==> src/uart_irq_defs.vh <==
// constants for the interrupt enable and status block
`ifndef UART_IRQ_DEFS_VH
`define UART_IRQ_DEFS_VH
// ==========================================
// register addresses (a2..a0)
`define ADDR_RECEIVE_HOLDING 3'h0
`define ADDR_INTERRUPT_ENABLE 3'h1
`define ADDR_INTERRUPT_STATUS 3'h2
`define ADDR_LINE_STATUS 3'h5
`define ADDR_MODEM_STATUS 3'h6
`define ENH_ACCESS_CODE 8'hbf
// ==========================================
// enable bit positions
`define IEN_RX_DATA 0
`define IEN_TX_READY 1
`define IEN_LINE 2
`define IEN_MODEM 3
`define IEN_SLEEP 4
`define IEN_XOFF 5
`define IEN_RTS 6
`define IEN_CTS 7
`define IEN_RESET 8'h00
// ==========================================
// status codes, six bits
`define CODE_LINE 6'h06
`define CODE_TIMEOUT 6'h0c
`define CODE_RX_DATA 6'h04
`define CODE_TX_READY 6'h02
`define CODE_MODEM 6'h00
`define CODE_XOFF 6'h10
`define CODE_FLOW 6'h20
`define CODE_NONE 6'h01
// ==========================================
// time-out: 4 characters plus 12 bit times
`define TMO_CHARS 4
`define TMO_EXTRA_BITS 12
`endif

==> src/trigger_level_decode.v <==
// decode of a two-bit fifo trigger select into a level
`timescale 1ns/100ps
module trigger_level_decode
(
  input wire [1:0] sel,
  output reg [4:0] level
);
  // ==========================================
  // select to level: 1, 4, 8, 14
  always @*
  begin
    case (sel)
      2'h0: level = 5'h01;
      2'h1: level = 5'h04;
      2'h2: level = 5'h08;
      default: level = 5'h0e;
    endcase
  end
endmodule // trigger_level_decode

==> src/rx_timeout_timer.v <==
// receive time-out delay timer counted in bit ticks
`timescale 1ns/100ps
`include "uart_irq_defs.vh"
module rx_timeout_timer
#(
  parameter CNT_W = 8
)
(
  input wire ref_clk,
  input wire reset,
  input wire bit_tick,
  input wire restart,
  input wire armed,
  input wire [3:0] char_bits,
  output wire expired
)
;
  localparam [CNT_W-1:0] EXTRA_BITS = `TMO_EXTRA_BITS;
  reg [CNT_W-1:0] count_ff;
  wire [CNT_W-1:0] limit;
  wire [CNT_W-1:0] nxt_count;
  wire [CNT_W-1:0] char_wide;
  // ==========================================
  // limit of four characters plus twelve bits; CNT_W must hold 4*15+12
  assign char_wide = {{(CNT_W-4){1'b0}}, char_bits};
  assign limit = (char_wide << 2) + EXTRA_BITS;
  assign expired = armed && (count_ff >= limit);
  // restart on any receive activity; hold once expired
  assign nxt_count = (restart || !armed) ? {CNT_W{1'b0}} :
                     (bit_tick && !expired) ? count_ff + 1'b1 : count_ff;
  always @(posedge ref_clk or posedge reset)
  begin
    if (reset)
      count_ff <= {CNT_W{1'b0}};
    else
      count_ff <= nxt_count;
  end
endmodule // rx_timeout_timer

==> src/uart_interrupt_enable_status.v <==
// interrupt enable, line status flags and prioritised interrupt status
`timescale 1ns/100ps
`include "uart_irq_defs.vh"
module uart_interrupt_enable_status
#(
  parameter LEVEL_W = 5
)
(
  input wire ref_clk,
  input wire reset,
  // register port
  input wire [2:0] addr,
  input wire rd_strobe,
  input wire wr_strobe,
  input wire [7:0] wr_data,
  output reg [7:0] rd_data_ff,
  // configuration from neighbouring registers
  input wire [7:0] line_control,
  input wire fifo_enable,
  input wire [1:0] rx_trigger_sel,
  input wire [1:0] tx_trigger_sel,
  input wire enh_enable,
  input wire auto_rts_enable,
  input wire auto_cts_enable,
  // receive side
  input wire [LEVEL_W-1:0] rx_level,
  input wire rx_load,
  input wire rx_overrun_event,
  input wire [2:0] rx_head_errors,
  input wire rx_fifo_has_error,
  input wire bit_tick,
  input wire [3:0] char_bits,
  // transmit side
  input wire [LEVEL_W-1:0] tx_level,
  input wire tx_shift_empty,
  // modem and flow control
  input wire [3:0] modem_delta,
  input wire [3:0] modem_inputs,
  input wire rts_rise,
  input wire cts_rise,
  input wire xoff_detect,
  input wire xon_detect,
  input wire special_detect,
  input wire wake_event,
  // outputs
  output wire sleep_enable,
  output reg irq_ff
);
  reg [7:0] ien_ff;
  reg overrun_ff;
  reg line_err_ff;
  reg tx_ready_ff;
  reg xoff_ff;
  reg special_ff;
  reg flow_ff;
  reg wake_ff;
  reg tx_cond_ff;
  reg [5:0] code_ff;
  reg [5:0] nxt_code;
  reg nxt_pending;
  wire [4:0] rx_trig;
  wire [4:0] tx_trig;
  wire rx_empty;
  wire tx_empty;
  wire enh_regs;
  wire rd_rhr;
  wire rd_isr;
  wire rd_lsr;
  wire rd_msr;
  wire wr_thr;
  wire wr_ien;
  wire rx_data_src;
  wire tmo_src;
  wire line_src;
  wire modem_src;
  wire [7:0] line_status;
  wire tmo_expired;
  wire head_err;
  wire code_busy;
  wire tx_cond;
  wire tx_cond_rise;
  wire tx_en_rise;
  wire tx_ready_set;
  wire tx_src;
  wire xoff_src;
  wire flow_src;
  wire wake_src;
  wire [7:0] status_byte;
  // ==========================================
  // decode of accesses
  assign enh_regs = (line_control == `ENH_ACCESS_CODE);
  assign rd_rhr = rd_strobe && !line_control[7] && (addr == `ADDR_RECEIVE_HOLDING);
  assign rd_isr = rd_strobe && !enh_regs && (addr == `ADDR_INTERRUPT_STATUS);
  assign rd_lsr = rd_strobe && !enh_regs && (addr == `ADDR_LINE_STATUS);
  assign rd_msr = rd_strobe && (addr == `ADDR_MODEM_STATUS);
  assign wr_thr = wr_strobe && !line_control[7] && (addr == `ADDR_RECEIVE_HOLDING);
  assign wr_ien = wr_strobe && !line_control[7] && (addr == `ADDR_INTERRUPT_ENABLE);
  // ==========================================
  // trigger levels
  trigger_level_decode u_rx_trig
  (
    .sel(rx_trigger_sel),
    .level(rx_trig)
  );
  // transmit select only counts with the enhanced bit; level 1 otherwise
  trigger_level_decode u_tx_trig
  (
    .sel(enh_enable ? tx_trigger_sel : 2'h0),
    .level(tx_trig)
  );
  // ==========================================
  // receive time-out timer, armed while data waits in the fifo
  rx_timeout_timer #(.CNT_W(8)) u_tmo
  (
    .ref_clk(ref_clk),
    .reset(reset),
    .bit_tick(bit_tick),
    .restart(rx_load || rd_rhr),
    .armed(fifo_enable && !rx_empty),
    .char_bits(char_bits),
    .expired(tmo_expired)
  );
  assign rx_empty = (rx_level == {LEVEL_W{1'b0}});
  assign tx_empty = (tx_level == {LEVEL_W{1'b0}});
  assign head_err = |rx_head_errors;
  // ==========================================
  // enable register; upper nibble only with enhanced bit
  always @(posedge ref_clk or posedge reset)
  begin
    if (reset)
      ien_ff <= `IEN_RESET;
    else if (wr_ien)
      ien_ff <= enh_enable ? wr_data : {ien_ff[7:4], wr_data[3:0]};
  end
  assign sleep_enable = ien_ff[`IEN_SLEEP];
  // ==========================================
  // line status flags, polled mode works with all enables low
  assign line_status = {rx_fifo_has_error,
                        tx_empty && tx_shift_empty,
                        tx_empty,
                        rx_head_errors,
                        overrun_ff,
                        !rx_empty};
  // ==========================================
  // transmit ready condition and its rising edge
  // holding empty in character mode, below the trigger in fifo mode
  assign tx_cond = fifo_enable ? (tx_level < tx_trig) : tx_empty;
  assign tx_cond_rise = tx_cond && !tx_cond_ff;
  // enabling while already empty must interrupt at once
  assign tx_en_rise = wr_ien && wr_data[`IEN_TX_READY] && !ien_ff[`IEN_TX_READY];
  assign tx_ready_set = tx_cond_rise || (tx_cond && tx_en_rise);
  // resets to the idle level (empty) so reset itself is no false edge
  always @(posedge ref_clk or posedge reset)
  begin
    if (reset)
      tx_cond_ff <= 1'b1;
    else
      tx_cond_ff <= tx_cond;
  end
  // ==========================================
  // sticky sources; a new event wins over the clearing access
  always @(posedge ref_clk or posedge reset)
  begin
    if (reset)
    begin
      overrun_ff <= 1'b0;
      line_err_ff <= 1'b0;
      tx_ready_ff <= 1'b0;
      xoff_ff <= 1'b0;
      special_ff <= 1'b0;
      flow_ff <= 1'b0;
      wake_ff <= 1'b0;
    end
    else
    begin
      // overrun flags at once on reception
      if (rx_overrun_event)
        overrun_ff <= 1'b1;
      else if (rd_lsr)
        overrun_ff <= 1'b0;
      // parity/framing/break flag when the bad byte at the head is read
      if (rd_rhr && head_err)
        line_err_ff <= 1'b1;
      else if (rd_lsr)
        line_err_ff <= 1'b0;
      // transmit ready: a fresh empty condition, or a 0->1 enable write while the condition holds
      if (tx_ready_set)
        tx_ready_ff <= 1'b1;
      else if (wr_thr || rd_isr)
        tx_ready_ff <= 1'b0;
      // xoff and special character
      if (xoff_detect)
        xoff_ff <= 1'b1;
      else if (rd_isr || xon_detect)
        xoff_ff <= 1'b0;
      if (special_detect)
        special_ff <= 1'b1;
      else if (rd_isr || rx_load)
        special_ff <= 1'b0;
      // flow control change only in auto modes
      // each edge only counts while its own enable bit is set
      if ((rts_rise && auto_rts_enable && ien_ff[`IEN_RTS]) ||
          (cts_rise && auto_cts_enable && ien_ff[`IEN_CTS]))
        flow_ff <= 1'b1;
      else if (rd_msr)
        flow_ff <= 1'b0;
      // wake-up
      if (wake_event)
        wake_ff <= 1'b1;
      else if (rd_isr)
        wake_ff <= 1'b0;
    end
  end
  // ==========================================
  // gated sources
  assign rx_data_src = ien_ff[`IEN_RX_DATA] &&
                       (fifo_enable ? (rx_level >= rx_trig) : !rx_empty);
  assign tmo_src = ien_ff[`IEN_RX_DATA] && tmo_expired;
  assign line_src = ien_ff[`IEN_LINE] && (overrun_ff || line_err_ff);
  assign modem_src = ien_ff[`IEN_MODEM] && (|modem_delta);
  assign tx_src = ien_ff[`IEN_TX_READY] && tx_ready_ff;
  // xoff and flow sources only count while the enhanced bit opens them
  assign xoff_src = enh_enable && ien_ff[`IEN_XOFF] && (xoff_ff || special_ff);
  assign flow_src = enh_enable && (ien_ff[`IEN_RTS] || ien_ff[`IEN_CTS]) && flow_ff;
  // wake-up only while sleep mode is enabled, so no request with all enables low
  assign wake_src = ien_ff[`IEN_SLEEP] && wake_ff;
  // ==========================================
  // priority encoder over pending enabled sources
  always @*
  begin
    nxt_pending = 1'b1;
    if (line_src)
      nxt_code = `CODE_LINE;
    else if (tmo_src)
      nxt_code = `CODE_TIMEOUT;
    else if (rx_data_src)
      nxt_code = `CODE_RX_DATA;
    else if (tx_src)
      nxt_code = `CODE_TX_READY;
    else if (modem_src)
      nxt_code = `CODE_MODEM;
    else if (xoff_src)
      nxt_code = `CODE_XOFF;
    else if (flow_src)
      nxt_code = `CODE_FLOW;
    else
    begin
      nxt_code = `CODE_NONE;
      // wake-up shares the no-interrupt code but still requests service
      nxt_pending = wake_src;
    end
  end
  // ==========================================
  // reported line, time-out or receive data code held while its own source stays pending
  assign code_busy = !code_ff[0] &&
                     ((code_ff == `CODE_LINE && line_src) ||
                      (code_ff == `CODE_TIMEOUT && tmo_src) ||
                      (code_ff == `CODE_RX_DATA && rx_data_src));
  always @(posedge ref_clk or posedge reset)
  begin
    if (reset)
    begin
      code_ff <= `CODE_NONE;
      irq_ff <= 1'b0;
    end
    else
    begin
      // only the line source may replace the one still being serviced
      if (!code_busy || nxt_code == `CODE_LINE)
        code_ff <= nxt_code;
      irq_ff <= nxt_pending;
    end
  end
  // ==========================================
  // status byte: fifo mode twice over the six-bit code
  assign status_byte = {fifo_enable, fifo_enable, code_ff};
  // ==========================================
  // read data, registered on the read strobe; a clear on the same read cannot hide the code
  always @(posedge ref_clk or posedge reset)
  begin
    if (reset)
      rd_data_ff <= 8'h00;
    else if (rd_strobe)
    begin
      case (addr)
        `ADDR_INTERRUPT_ENABLE: rd_data_ff <= ien_ff;
        `ADDR_INTERRUPT_STATUS: rd_data_ff <= status_byte;
        `ADDR_LINE_STATUS: rd_data_ff <= line_status;
        `ADDR_MODEM_STATUS: rd_data_ff <= {modem_inputs, modem_delta};
        default: rd_data_ff <= 8'h00;
      endcase
    end
  end
endmodule // uart_interrupt_enable_status

==> config.mk <==
export PLATFORM = sky130hd
export DESIGN_NAME = uart_interrupt_enable_status
export DESIGN_NICKNAME = d
export VERILOG_FILES = /design/src/trigger_level_decode.v /design/src/rx_timeout_timer.v /design/src/uart_interrupt_enable_status.v
export VERILOG_INCLUDE_DIRS = /design/src
export SDC_FILE = /design/constraint.sdc
export NUM_CORES = 1
export LEC_CHECK = 0
export BUFFER_PORTS_ARGS = -buffer_cell sky130_fd_sc_hd__buf_2
export CAP_MARGIN = 20
export CELL_PAD_IN_SITES_DETAIL_PLACEMENT = 0
export CELL_PAD_IN_SITES_GLOBAL_PLACEMENT = 2
export CORE_MARGIN = 2
export CORE_UTILIZATION = 33
export CTS_BUF_LIST = sky130_fd_sc_hd__clkbuf_16
export CTS_CLUSTER_DIAMETER = 200
export DETAILED_ROUTE_END_ITERATION = 16
export PLACE_DENSITY = 0.94
export REMOVE_ABC_BUFFERS = 1
export SKIP_CTS_REPAIR_TIMING = 1
export SLEW_MARGIN = 30
export SYNTH_ARGS = -nofsm -noshare
export SYNTH_HDL_FRONTEND = slang
export SYNTH_SLANG_ARGS = --single-unit
==> constraint.sdc <==
create_clock -name ref_clk -period 4.7 [get_ports ref_clk]
set_input_delay 0.705 -clock ref_clk [delete_from_list [all_inputs] [get_ports ref_clk]]
set_output_delay 0.705 -clock ref_clk [all_outputs]
set_load 0.05 [all_outputs]
==> results.ini, run 1 <==
[synth]
synthFlopType = dfrtp_1
avgSynthCellArea_sq_um = 9.843
ys_types = 45
synth-seq-cells = 39
syn_inst = 241
synth_edf_count = 0
synth_area_leaders = dfrtp_1 39%, ha_1 9.5%, mux2_2 8.5%, inv_1 4.0%, nand2_1 2.5%
netlist.top_cell.by_area = dfrtp_1
yosysWarnings = 0
yosysTopAreaCellShare_pct = 39.03
synth-seq-area-share_pct = 41.24
synthArstFlopShare_pct = 100.0
synth_area_sq_um = 2372

[setup_path]
crit_end = u_tmo.count_ff[7]
critPathMaxStageDelay_ns = 0.58
crit_chain = buf_2 -> o21ai_0 -> xor2_1 -> ha_1 -> a21o_1 -> a211oi_1 -> a21oi_2 -> or4_4 -> a21oi_2
r2r_start = u_tmo.count_ff[2]
cp_data_arrival_time_ns = 2.94
critPathMostFrequentCell = a21oi_2
crit_path_end_kind = register
critPathRequiredTime_ns = 4.90
r2r_slack_ns = 2.38
crit_fanout = 15
crit_path_start_kind = primary input
critical-path-top-delay-family = compound AO/OA/AOI/OAI gates
cp_num_buf_inv = 1
rr_endpoint = u_tmo.count_ff[7]
crit_type = in -> reg
crit_slowest_cell = or4_4
startpoint = char_bits[0]
cp.depth = 9
reg2reg_depth = 7

[drt]
drtIter0Drc = 120
drc = 0
totalWireLength_um = 5907
final_antenna_net_count = 0
via_count = 2141
via_per_inst = 5.159
post_drt_wl_per_cell_um = 14.23
firstDrtPassIters = 4

[run_status]
status = finished, final reports clean

[global_routing]
grt_pass1_vias = 2088
antenna_found_initial = 0
grt_max_degree = 40
grtUsageTotal_pct = 15.71
grt_pass1_wl_um = 9729
grt-ovfl-total = 0

[cts]
htree_levels = 2
insertion_delay_ns = 0.28
cts.sinks = 39
cts_buffers = 5
cts_tree = built
cts.clk_slew.worst_paths_ns = 0.06
cts_buffer_depth = 2
clock-root-buffer = clkbuf_16

[placement]
port_buffers = 76
post_dp_cell_area_sq_um = 2853
gp_congestion = 0.7846
hpwl_um = 4709

[timing]
fin_crit_sh_pct = 58.32
worst_pin_slew_ns = 0.5324
tns_ns = 0
rsz0062_at_grt = no
clock_skew_ns = 0.005037
max_freq_mhz = 364.8
setup_viol = 0
hold_viol = 0
post-route-min-period_ns = 2.741
slew_violations = 0
whs_ns = 0.4863
slew_headroom_pct = 64.51

[cells_and_area]
fillers = 684
fin_nets = 403
most-common-layout-cells = 76 x buf_2, 37 x dfrtp_1, 26 x inv_1
design_area_sq_um = 3042
seqCellArea_sq_um = 978.4
final_common_cell = buf_2
multi_input_area_sq_um = 1272
area_growth_pct = 28.22
layout-drive-gt1-share_pct = 35.11
n_antenna_cell = 0

[die]
die_h_um = 88.79
design.portCount = 77
dieWidth_um = 88.79
initial_core_util_pct = 34.54
fp.coreArea_sq_um = 6869
fp-row-count = 30
fp.dieArea_sq_um = 7883

[pwr]
ir_worst_vdd_v = 0.0001399
power.total_mw = 1.055
p_leak_nw = 1.432
power_density_nw_per_um2 = 346.8

[worst_hold_path]
hold_path.class = reg -> reg

[run]
max-cap-violations = 0

-- state kept, by name (all words and copies together) (netlist names) --
name / cells
special_ff: 1
line_err_ff: 1
irq_ff: 1
tx_ready_ff: 1
flow_ff: 1
u_tmo.count_ff: 8
wake_ff: 1
code_ff: 6
rd_data_ff: 8
overrun_ff: 1
xoff_ff: 1
ien_ff: 8
tx_cond_ff: 1
-- report_power, final --
part	switching (mW)	internal [mW]	total (mW)	leakage, nW
clock	0.130	0.302	0.432	0.0952
combinational	0.121	0.0911	0.212	0.846
sequential	0.0309	0.379	0.410	0.490
total	0.282	0.773	1.05	1.43
-- worst min path at each step --
stage | startpoint | endpoint | cells after the start
global route | wake_ff | wake_ff | 1
detailed placement | wake_ff | wake_ff | 1
floorplan | line_err_ff | line_err_ff | 2
global placement | line_err_ff | line_err_ff | 2
finish | wake_ff | wake_ff | 1
CTS | wake_ff | wake_ff | 1
-- cell usage after synthesis, types with 5 or more instances --
master	number
nand2_1	16
ha_1	18
inv_1	25
nor3_1	5
o31ai_1	5
nand3_1	11
clkbuf_1	6
a21oi_1	7
dfrtp_1	37
nor2_1	8
a22oi_1	5
or3_1	5
mux2_2	18
o21ai_0	11
o22ai_1	7
-- metal layers --
layer | routed length [um] | part of all wire [%] | global-route usage [%] | vias to the layer above
li1 | - | - | - | 1053
met4 | 24 | 0.41 | 2.479 | 0
met2 | 2715 | 46 | 25.51 | 69
met3 | 406 | 6.9 | 3.545 | 2
met1 | 2760 | 47 | 21.87 | 1017
met5 | 0 | 0 | 0 | -
-- final cells by class --
cell class,instances,share of cell area [%]
clock buffers,5,4.114
clock inverters,3,2.098
inverters,25,3.085
multi-input cells,170,41.83
flip-flops and latches,39,32.17
well taps,96,3.949
repair buffers,77,12.75
-- worst register-to-register path: stages (launching register included) --
cell     delay, ns
dfrtp_1       0.46
inv_1         0.08
ha_1          0.27
and3_1        0.16
o31ai_1       0.34
a21oi_2       0.23
or4_4         0.58
a21oi_2       0.14
-- per-stage QoR --
stage | std cells | utilization (%) | setup WS (ns)
after floorplan | 234 | - | 1.978
after global placement | 407 | 41.53 | 1.731
after detailed placement | 407 | 41.53 | 1.652
after CTS | 415 | 44.28 | 1.952
after global routing | 415 | 44.28 | 1.792
final | 415 | 44.28 | 1.959
-- cells by family after synthesis --
group / after synthesis / synth area share [%]
AOI/OAI and AO/OA: 61 / 18.25
xor gates and xnor gates: 2 / 0.7385
adders and majority gates: 18 / 9.494
buffers and inverters: 32 / 5.116
DFF: 39 / 41.24
muxes: 19 / 8.966
and+or+nand+nor: 70 / 16.19
(Power assumes the default switching activity.)
==> inputs of run 2 (changes only) <==
CORE_UTILIZATION = 27   (was 33)
PLACE_DENSITY = 0.83   (was 0.94)
clock period = 2.2 ns   (was 4.7 ns; I/O delays follow)
==> results.ini, run 2 (synthesis gave the netlist of run 1 again) <==
[die]
design.portCount = 77  ; unchanged
fp.dieArea_sq_um = 9552  ; was 7883 sq um
initial_core_util_pct = 27.47  ; was 34.54%
dieWidth_um = 97.74  ; was 88.79 um
fp.coreArea_sq_um = 8636  ; was 6869 sq um
die_h_um = 97.74  ; was 88.79 um
fp-row-count = 34  ; was 30

[worst_hold_path]
hold_path.class = in -> async  ; was reg -> reg

[setup_path]
critPathMaxStageDelay_ns = 0.53  ; was 0.58 ns
cp_data_arrival_time_ns = 2.33  ; was 2.94 ns
crit_slowest_cell = or4_4  ; unchanged
crit_chain = buf_2 -> inv_1 -> ha_1 -> ha_1 -> and3_4 -> o31ai_4 -> a21oi_4 -> or4_4 -> a21oi_2  ; was buf_2 -> o21ai_0 -> xor2_1 -> ha_1 -> a21o_1 -> a211oi_1 -> a21oi_2 -> or4_4 -> a21oi_2
critical-path-top-delay-family = simple AND/OR/NAND/NOR gates  ; was compound AO/OA/AOI/OAI gates
crit_type = in -> reg  ; unchanged
crit_path_start_kind = primary input  ; unchanged
crit_path_end_kind = register  ; unchanged
cp_num_buf_inv = 2  ; was 1
critPathRequiredTime_ns = 2.40  ; was 4.90 ns
critPathMostFrequentCell = ha_1  ; was a21oi_2
crit_fanout = 6  ; was 15

[run]
max-cap-violations = 0  ; unchanged

[cells_and_area]
n_antenna_cell = 0  ; unchanged
fin_nets = 417  ; was 403
final_cell_count_no_fill = 441  ; was 415
layout-drive-gt1-share_pct = 39.34  ; was 35.11%
most-common-layout-cells = 76 x buf_2, 37 x dfrtp_1, 26 x inv_1  ; unchanged
final_common_cell = buf_2  ; unchanged
largestRegisters = ien_ff (8), rd_data_ff (8), u_tmo.count_ff (8)  ; unchanged
area_growth_pct = 33.23  ; was 28.22%

[timing]
slew_violations = 0  ; unchanged
whs_ns = 0.1576  ; was 0.4863 ns
setup_viol = 0  ; unchanged
tns_ns = 0  ; unchanged
post-route-min-period_ns = 2.127
fin_crit_sh_pct = 96.69
worst_pin_slew_ns = 0.5044  ; was 0.5324 ns
slew_headroom_pct = 66.34  ; was 64.51%
max_freq_mhz = 470.1
clock_skew_ns = 0.008474  ; was 0.005037 ns
hold_viol = 0  ; unchanged

[drt]
via_count = 2116  ; was 2141
post_drt_wl_per_cell_um = 14.23  ; about the same
wl_met3_um = 308  ; was 406 um
wl_met1_um = 3005  ; was 2760 um
firstDrtPassIters = 4  ; unchanged
totalWireLength_um = 6277  ; was 5907 um
drtIter0Drc = 65  ; was 120
top_layer = met4  ; unchanged
final_antenna_net_count = 0  ; unchanged
via_per_inst = 4.798  ; was 5.159
drc = 0  ; unchanged
wl_met2_um = 2901  ; was 2715 um

[pwr]
p_leak_nw = 1.486  ; was 1.432 nW
p_clk_share_pct = 33.5  ; was 41.0%
switching_share_pct = 29.84  ; was 26.75%
ir_worst_vdd_v = 0.0003280  ; was 0.0001399 V
pwr-share-comb_pct = 23.6  ; was 20.1%
power_switching_uw = 609.3  ; was 282.2 uW
power.total_mw = 2.042  ; was 1.055 mW
seq_power_share_pct = 42.9  ; was 38.9%
power.internal_mw = 1.433  ; was 772.7 uW
power_density_nw_per_um2 = 646.1  ; was 346.8 nW/um^2

[global_routing]
grt_pass1_vias = 2149  ; was 2088
antenna_found_initial = 0  ; unchanged
grt-ovfl-total = 0  ; unchanged
grt_pass1_wl_um = 10480  ; was 9729 um
grt_max_degree = 40  ; unchanged
grtUsageTotal_pct = 13.56  ; was 15.71%

[cts]
cts.sinks = 39  ; unchanged
clock-root-buffer = clkbuf_16  ; unchanged
cts.clk_slew.worst_paths_ns = 0.06  ; about the same
htree_levels = 2  ; unchanged
cts_buffers = 5  ; unchanged
cts_buffer_depth = 2  ; unchanged
cts_tree = built  ; unchanged
insertion_delay_ns = 0.28  ; about the same

[run_status]
status = finished, final reports clean  ; unchanged

[placement]
port_buffers = 76  ; unchanged
dp_cells = 433  ; was 407
hpwl_um = 5072  ; was 4709 um
gp_congestion = 0.8007  ; was 0.7846

run 2: cell count changes in the layout (fill, tap and decap cells not counted), sizes merged:
cell	previous run	this run
buf	77	91
bufinv	2	0
clkinv	0	2
run 2: layout make-up:
class	count	area (sq um)
Inverter	25	93.84
Clock buffer	5	125.1
Sequential cell	39	978.4
Timing Repair Buffer	91	493.0
Clock inverter	3	12.51
Multi-Input combinational cell	170	1323
Tap cell	108	135.1
Fill cell	887	5475
run 2: layer usage:
metal,vias to the layer above,global-route usage [%]
met5,-,0
met4,0,3.632
met3,5,3.293
met2,51,20.80
met1,985,19.25
li1,1075,-
run 2: final timing paths:
kind                                   start                 to  slack, ns  cells past startpoint
hold / removal                         reset      rd_data_ff[2]       0.16                      3
max in group asynchronous              reset         code_ff[0]       1.67                      3
min in group ref_clk              wake_event            wake_ff       0.23                      2
hold reg to reg                  line_err_ff        line_err_ff       0.47                      2
setup / recovery                char_bits[0]  u_tmo.count_ff[5]       0.07                      9
setup reg to reg           u_tmo.count_ff[3]  u_tmo.count_ff[5]       0.13                      6
run 2: tightest hold or removal path: stages:
cell	delay [ns]
buf_2	0.10
inv_1	0.04
buf_4	0.42
run 2: power by group through the flow:
stage               Sequential (mW)  Clock (mW)  Combinational [mW]
finish                        0.876       0.684               0.482
global route                  0.887       0.735               0.539
CTS                           0.877       0.702               0.479
detailed placement            0.890           0               0.478
global placement              0.887           0               0.468
floorplan                     0.933           0               0.235
run 2: through the flow:
step	setup slack (ns)	area, sq um	util (%)
after global routing	-0.003514	3161	36.60
after global placement	-0.3214	2973	34.42
after floorplan	-0.1473	2345	-
after detailed placement	-0.3580	2973	34.42
final	0.07282	3161	36.60
after CTS	-0.05881	3110	36.02
